$ cat config.mk
export PLATFORM = sky130hd
export DESIGN_NAME = dmsp_motor_pwm
export DESIGN_NICKNAME = d
export VERILOG_FILES = /design/src/logic/dmsp_pkg.sv /design/src/logic/dmsp_motor_pwm.sv /design/src/logic/dmsp_run_det.sv
export SDC_FILE = /design/constraint.sdc
export NUM_CORES = 1
export LEC_CHECK = 0
export BUFFER_PORTS_ARGS = -buffer_cell sky130_fd_sc_hd__clkbuf_2
export CAP_MARGIN = 20
export CELL_PAD_IN_SITES_DETAIL_PLACEMENT = 0
export CELL_PAD_IN_SITES_GLOBAL_PLACEMENT = 1
export CORE_MARGIN = 1.5
export CORE_UTILIZATION = 45
export DETAILED_ROUTE_END_ITERATION = 7
export GPL_TIMING_DRIVEN = 0
export MAX_ROUTING_LAYER = met4
export PLACE_DENSITY = 0.83
export REMOVE_ABC_BUFFERS = 1
export SLEW_MARGIN = 5
export SYNTH_ARGS = -nofsm -noshare
export SYNTH_HDL_FRONTEND = slang
export SYNTH_SLANG_ARGS = --single-unit
$ cat constraint.sdc
create_clock -name ref_clk_in -period 8 [get_ports ref_clk_in]
set_input_delay 1.2 -clock ref_clk_in [delete_from_list [all_inputs] [get_ports ref_clk_in]]
set_output_delay 1.2 -clock ref_clk_in [all_outputs]
set_load 0.05 [all_outputs]
$ cat src/logic/dmsp_pkg.sv
// Constants, modes and state carriers for the disc motor speed PWM.
// Assumes a single 10 MHz system clock and no software-visible registers.
package dmsp_pkg;
    localparam int unsigned CLK_HZ      = 10_000_000;
    localparam int unsigned PWM_HZ      = 88_000;
    localparam int unsigned HOLD_MS     = 200;
    // Longest period that still gives at least 88 kHz: round down
    localparam int unsigned PERIOD_CYC  = CLK_HZ / PWM_HZ;
    localparam int unsigned HOLD_CYC    = HOLD_MS * (CLK_HZ / 1000);
    localparam int unsigned DUTY_DEN    = 63;
    localparam int unsigned STEP_MIN    = 1;
    localparam int unsigned STEP_MAX    = 62;
    localparam int unsigned FILL_SHIFT  = 6;
    localparam int unsigned CMD_US      = 10;
    localparam int unsigned CMD_CYC     = CMD_US * (CLK_HZ / 1_000_000);
    localparam int unsigned PER_W       = 7;
    localparam int unsigned HOLD_W      = 22;
    localparam int unsigned STEP_W      = 6;
    localparam int unsigned RUN_W       = 8;

    typedef enum logic [1:0] {
        DMSP_NORMAL     = 2'h0,
        DMSP_START_HOLD = 2'h1,
        DMSP_STOP_HOLD  = 2'h2,
        DMSP_STOPPED    = 2'h3
    } dmsp_mode_e;

    typedef struct packed {
        dmsp_mode_e          mode;
        logic [HOLD_W-1:0]   hold_cnt;
        logic [PER_W-1:0]    per_cnt;
        logic [PER_W-1:0]    thr;
        logic                oe;
    } dmsp_state_s;

    typedef struct packed {
        logic [RUN_W-1:0] cnt;
        logic             hit;
    } dmsp_run_s;
endpackage

$ cat src/logic/dmsp_motor_pwm.sv
// Motor speed PWM: duty from FIFO fill, start and stop forcing on the strobe line.
// Assumes ref_clk_in is the crystal-derived system clock; open-drain pin resolved outside.
// Function
// The motor output is an open-drain PWM signal repeating at 88 kHz.
// The duty factor takes 62 steps from 1,6% to 98,4%.
// A start command forces 98,4% duty for 0,2 s, then normal duty resumes.
// A stop command forces 1,6% duty for 0,2 s, then 50% duty until a new command.
// Start and stop are signalled on the line shared with the subcode word strobe.
// The timebase comes from the crystal input or an external slave clock; here only the crystal-derived ref_clk_in, no slave clock input.
// Normal duty follows the difference between FIFO write and read addresses.
// All PWM and hold counting runs from the system clock.
// A fuller FIFO gives lower duty, an emptier one higher, half fill near mid scale.
`timescale 1ns/100ps
module dmsp_motor_pwm
    import dmsp_pkg::*;
#(
    parameter int unsigned ADDR_W    = FILL_SHIFT,
    parameter int unsigned PERIOD    = PERIOD_CYC,
    parameter int unsigned HOLD_CYCS = HOLD_CYC,
    parameter int unsigned CMD_RUN   = CMD_CYC
) (
    input  wire logic              ref_clk_in,
    input  wire logic              rst_in,
    input  wire logic              subcode_strobe_motor_cmd_in,
    input  wire logic [ADDR_W-1:0] fifo_write_addr_in,
    input  wire logic [ADDR_W-1:0] fifo_read_addr_in,
    output logic                   motor_speed_pwm_out,
    output logic                   motor_speed_pwm_oe_out,
    output logic [1:0]             motor_mode_out
);
    initial begin
        if (ADDR_W != FILL_SHIFT) $error("ADDR_W must match fill scaling");
        if (PERIOD < DUTY_DEN || PERIOD >= (1 << PER_W)) $error("PERIOD out of range");
        if (HOLD_CYCS < 2 || HOLD_CYCS >= (1 << HOLD_W)) $error("HOLD_CYCS out of range");
        if (CMD_RUN < 2 || CMD_RUN >= (1 << RUN_W)) $error("CMD_RUN out of range");
    end

    localparam logic [PER_W-1:0]  PER_LAST = PER_W'(PERIOD - 1);
    localparam logic [PER_W-1:0]  THR_MIN  = PER_W'((STEP_MIN * PERIOD) / DUTY_DEN);
    localparam logic [PER_W-1:0]  THR_MAX  = PER_W'((STEP_MAX * PERIOD) / DUTY_DEN);
    localparam logic [PER_W-1:0]  THR_HALF = PER_W'(PERIOD / 2);
    localparam logic [HOLD_W-1:0] HOLD_TOP = HOLD_W'(HOLD_CYCS - 1);

    logic start_hit;
    logic stop_hit;

    // Long high run means start, long low run means stop
    dmsp_run_det #(
        .LEVEL   (1'b1),
        .RUN_CYC (RUN_W'(CMD_RUN))
    ) u_start_det (
        .ref_clk_in (ref_clk_in),
        .rst_in     (rst_in),
        .line_in    (subcode_strobe_motor_cmd_in),
        .hit_out    (start_hit)
    );

    dmsp_run_det #(
        .LEVEL   (1'b0),
        .RUN_CYC (RUN_W'(CMD_RUN))
    ) u_stop_det (
        .ref_clk_in (ref_clk_in),
        .rst_in     (rst_in),
        .line_in    (subcode_strobe_motor_cmd_in),
        .hit_out    (stop_hit)
    );

    dmsp_state_s         s_r;
    dmsp_state_s         s_nxt;
    logic [ADDR_W-1:0]   fill;
    logic [ADDR_W+5:0]   fill_scaled;
    logic [STEP_W-1:0]   fill_step;
    logic [PER_W+STEP_W-1:0] thr_prod;
    logic [PER_W-1:0]    thr_normal;

    always_comb begin
        fill        = fifo_write_addr_in - fifo_read_addr_in;
        // Map 0..63 onto 62..2 steps: emptier FIFO drives the motor harder
        fill_scaled = (ADDR_W + 6)'(fill) * (ADDR_W + 6)'(STEP_MAX - STEP_MIN);
        fill_step   = STEP_W'(STEP_MAX) - STEP_W'(fill_scaled >> FILL_SHIFT);
        thr_prod    = (PER_W + STEP_W)'(fill_step) * (PER_W + STEP_W)'(PERIOD);
        thr_normal  = PER_W'(thr_prod / (PER_W + STEP_W)'(DUTY_DEN));
    end

    always_comb begin
        s_nxt = s_r;
        // Hold timers count system clocks only
        if (s_r.hold_cnt != '0) begin
            s_nxt.hold_cnt = s_r.hold_cnt - HOLD_W'(1);
        end
        unique case (s_r.mode)
            DMSP_START_HOLD: begin
                if (s_r.hold_cnt == '0) s_nxt.mode = DMSP_NORMAL;
            end
            DMSP_STOP_HOLD: begin
                if (s_r.hold_cnt == '0) s_nxt.mode = DMSP_STOPPED;
            end
            DMSP_NORMAL, DMSP_STOPPED: begin
            end
        endcase
        // A fresh command restarts the hold whatever the mode
        if (start_hit) begin
            s_nxt.mode     = DMSP_START_HOLD;
            s_nxt.hold_cnt = HOLD_TOP;
        end else if (stop_hit) begin
            s_nxt.mode     = DMSP_STOP_HOLD;
            s_nxt.hold_cnt = HOLD_TOP;
        end
        if (s_r.per_cnt == PER_LAST) begin
            s_nxt.per_cnt = '0;
            // Duty changes only at period start, avoiding runt pulses
            unique case (s_r.mode)
                DMSP_NORMAL:     s_nxt.thr = thr_normal;
                DMSP_START_HOLD: s_nxt.thr = THR_MAX;
                DMSP_STOP_HOLD:  s_nxt.thr = THR_MIN;
                DMSP_STOPPED:    s_nxt.thr = THR_HALF;
            endcase
        end else begin
            s_nxt.per_cnt = s_r.per_cnt + PER_W'(1);
        end
        // Pin released (high) for thr cycles, pulled low for the rest
        s_nxt.oe = (s_r.per_cnt >= s_r.thr);
    end

    // Single crystal-derived timebase; no other clock enters the block
    always_ff @(posedge ref_clk_in or posedge rst_in) begin
        if (rst_in) begin
            s_r <= '{mode: DMSP_NORMAL, hold_cnt: '0, per_cnt: '0,
                     thr: PER_W'(PERIOD / 2), oe: 1'b0};
        end else begin
            s_r <= s_nxt;
        end
    end

    assign motor_speed_pwm_out    = 1'b0;
    assign motor_speed_pwm_oe_out = s_r.oe;
    assign motor_mode_out         = s_r.mode;
endmodule

$ cat src/logic/dmsp_run_det.sv
// Detects a run of a chosen level on the shared strobe line.
// Assumes the line is synchronous to the clock; short strobe pulses never qualify.
`timescale 1ns/100ps
module dmsp_run_det
    import dmsp_pkg::*;
#(
    parameter logic             LEVEL   = 1'b1,
    parameter logic [RUN_W-1:0] RUN_CYC = RUN_W'(CMD_CYC)
) (
    input  wire logic ref_clk_in,
    input  wire logic rst_in,
    input  wire logic line_in,
    output logic      hit_out
);
    initial begin
        if (RUN_CYC < 2) $error("RUN_CYC too small");
    end

    dmsp_run_s s_r;
    dmsp_run_s s_nxt;

    always_comb begin
        s_nxt     = s_r;
        s_nxt.hit = 1'b0;
        if (line_in != LEVEL) begin
            s_nxt.cnt = '0;
        end else if (s_r.cnt != RUN_CYC) begin
            s_nxt.cnt = s_r.cnt + RUN_W'(1);
            // One pulse per run, however long the level stays
            s_nxt.hit = (s_r.cnt == RUN_CYC - RUN_W'(1));
        end
    end

    always_ff @(posedge ref_clk_in or posedge rst_in) begin
        if (rst_in) begin
            s_r <= '0;
        end else begin
            s_r <= s_nxt;
        end
    end

    assign hit_out = s_r.hit;
endmodule
==> flow_summary_export.csv <==
group,metric,value,unit
sta,slew_violations,0,
placed_design,portBuffers,17,
sta,worst_pin_slew,0.9114,ns
global_route,grt_start_max_net_pins,31,
synth,yosysSeqAreaShare,22.58,%
sta,timing.setup.tns,-13.06,ns
placed_design,place_area,6573,um2
synth,yosys_register_bits,57,
routing,vias,5908,
routing,avgRoutedWirePerCell,15.59,um
cells_and_area,area_delta_synth_final,32.91,%
cts,htree_levels,3,
worst_hold_path,holdCritPathClass,"reg -> reg",
critical_path,slowest_stage,"or4_4",
routing,wl,15980,um
synth,synth.avg_cell_area,8.549,um2
routing,drc,0,
cells_and_area,fin_nets,942,
synth,yosysWarnings,0,
synth,synth_edf_count,0,
placed_design,place_hpwl,10370,um
cts,numCtsBuffers,9,
cells_and_area,final_cell_area,8419,um2
critical_path,crit_path_start_kind,"primary input",
routing,dr.pass1.iters,5,
routing,routed_via_density,5.764,
floorplanning,rows,43,
cts,holdBufCountCts,0,
critical_path,cpMostUsedCell,"ha_4",
global_route,grt_pass1_wl,26460,um
routing,first_iter_violations,365,
critical_path,critPathCaptureType,"flop",
cts,clkTransAtPathRegs,0.05,ns
sta,setup_viol,7,
cells_and_area,fill_cells,1099,
flow_run,max_cap_viol_count,0,
synth,synth.area.top_cells,"dfrtp_1 (21%), ha_1 (14%), fa_1 (5.4%)",
critical_path,cp.required,8.18,ns
synth,ys.flop_type,"dfrtp_1",
synth,synth_async_sr_flop_share,100.0,%
run_status,violations,"negative setup slack",
cts,cts_root_buf,"clkbuf_16",
critical_path,slowest_delay,0.58,ns
cts,clock_latency,0.32,ns
sta,relSlewSlack,39.01,%
floorplanning,die_width,121.7,um
sta,fmax,88.85,MHz
run_status,outcome,"complete, but fails checks",
floorplanning,io_pins,19,
global_route,antenna_found_initial,0,
cells_and_area,multiInputGateArea,5340,um2
sta,fin_crit_sh,140.7,%
sta,hold_viol,0,
critical_path,setup.worst_path.class,"in -> reg",
floorplanning,coreArea,13830,um2
cells_and_area,seqCellArea,1430,um2
critical_path,critPathMaxFanout,6,
cells_and_area,final_layout_size_suffix_gt1_share,32.07,%
sta,layout_min_cycle_time,11.26,ns
sta,setup_ws,-3.255,ns
cts,cts_buffer_depth,2,
placed_design,place_ws,-5.941,ns
global_route,grt.overflow.total,0,
floorplanning,start_util,45.81,%
synth,netlist_area,6335,um2
critical_path,crit_arrival,11.43,ns
critical_path,rrSetupSlack,4.97,ns
routing,ant_nets,0,
synth,ys_types,92,
sta,rsz0062_at_grt,"yes",
sta,finClkSkew,0.006527,ns
synth,yosys.area.top_type_share,21.33,%
synth,synth_cells,741,
floorplanning,dieArea,14800,um2
global_route,grtUsageTotal,22.15,%
global_route,grt_pass1_vias,5766,
placed_design,routabilityCongestion,0.9077,
cts,cts_sinks,57,
floorplanning,die_y,121.7,um
synth,synth_top_area_cell,"dfrtp_1",
cts,cts_tree,"done",
cells_and_area,antenna_cells,0,
-- sequential cells by signal, indices dropped and copies added (netlist names) --
register	flops
motor_mode_out	2
s_r	36
u_start_det.hit_out	1
motor_speed_pwm_oe_out	1
u_stop_det.s_r	8
u_start_det.s_r	8
u_stop_det.hit_out	1
-- path summary, 6_finish.rpt --
path                                       startpoint                 end  depth (start not counted)
worst max-delay path            fifo_write_addr_in[0]              s_r[2]                         48
worst min-delay path                           s_r[8]              s_r[8]                          1
worst max register to register                s_r[20]             s_r[34]                         11
worst min register to register                 s_r[8]              s_r[8]                          1
max in group asynchronous                      rst_in             s_r[31]                          3
min in group asynchronous                      rst_in  u_start_det.s_r[7]                          2
-- logic make-up (layout without fill, tap and decap cells) --
logic type               Yosys count  after routing  synth area share, %
other                              1              1              0.05920
buffers and inverters             94            198                5.866
AND/OR/NAND/NOR                  267            267                22.54
adder cells (fa/ha/maj)           88             88                19.36
flip-flops                        57             57                22.58
multiplexers                       8              8                1.461
AO/OA/AOI/OAI                    171            171                20.42
XOR/XNOR                          55             55                7.723
-- placed cells by master, fill, tap and decap left out, types with 17 or more instances in the layout --
cell type / n
xnor2_1: 30
nor2_1: 46
nand2_1: 51
dfrtp_1: 54
ha_1: 55
inv_1: 57
o21ai_0: 27
nor3_1: 32
buf_6: 17
nand3_1: 21
buf_4: 78
a21oi_1: 26
-- worst max-delay path: cells and delay by family --
| kind | cells | cell delay [ns] |
|---|---|---|
| fa+ha+maj | 10 | 3.43 |
| compound gates | 12 | 2.61 |
| simple gates | 11 | 2.18 |
| buf+inv | 11 | 1.16 |
| xor+xnor | 3 | 0.61 |
| mux | 1 | 0.20 |
-- synth_stat cells (4+ instances only) --
master,n
o31ai_1,5
clkbuf_1,14
a211oi_1,8
a21oi_1,33
dfrtp_1,54
o22ai_1,6
o211ai_1,4
nand4_1,6
and4_1,5
o21ai_0,32
nor2_1,53
o21bai_1,4
fa_1,17
xor2_1,17
a211o_1,6
nand2b_1,9
nor4_1,14
a21o_1,11
o211a_1,4
nor3b_1,5
nor3_1,35
a31oi_1,6
ha_1,70
nor2b_1,10
or3_1,10
xnor2_1,37
or4_1,5
nand3_1,24
and2_1,10
nand2_1,54
inv_1,70
or2_2,4
buf_2,6
and3_1,6
-- cell type report --
| cell class | count | share of cell area (%) |
|---|---|---|
| clock inverters | 6 | 0.4161 |
| flip-flops and latches | 57 | 16.99 |
| inverters | 70 | 3.180 |
| well taps | 180 | 2.675 |
| repair buffers | 112 | 10.60 |
| multi-input cells | 590 | 63.43 |
| clock buffers | 10 | 2.720 |
-- stage by stage --
| stage | utilization, % | hold slack [ns] | instances |
|---|---|---|---|
| floorplan | - | 0.4536 | 717 |
| global placement | 47.27 | 0.4770 | 914 |
| detailed placement | 47.53 | 0.4809 | 916 |
| CTS | 58.32 | 0.4850 | 1002 |
| global route | 60.89 | 0.5146 | 1025 |
| finish | 60.89 | 0.4850 | 1025 |
-- routing by layer --
layer	global-route usage, %	up-vias	share of wire (%)
met1	27.61	2870	44
li1	-	2839	-
met3	2.715	36	3.6
met5	-	-	0
met2	38.74	163	51
met4	4.485	0	1.8
-- repair_timing --
action / in CTS / in global routing
resized for setup: 130 / 44
buffers inserted: 72 / 26
endpoints found under the setup margin: 7 / 7
pin swaps: 70 / 44
gates cloned: 0 / 0
Power is left out: the tool's default activity adds up to more than one toggle a clock period on the data nets, which glitch-free logic cannot reach.
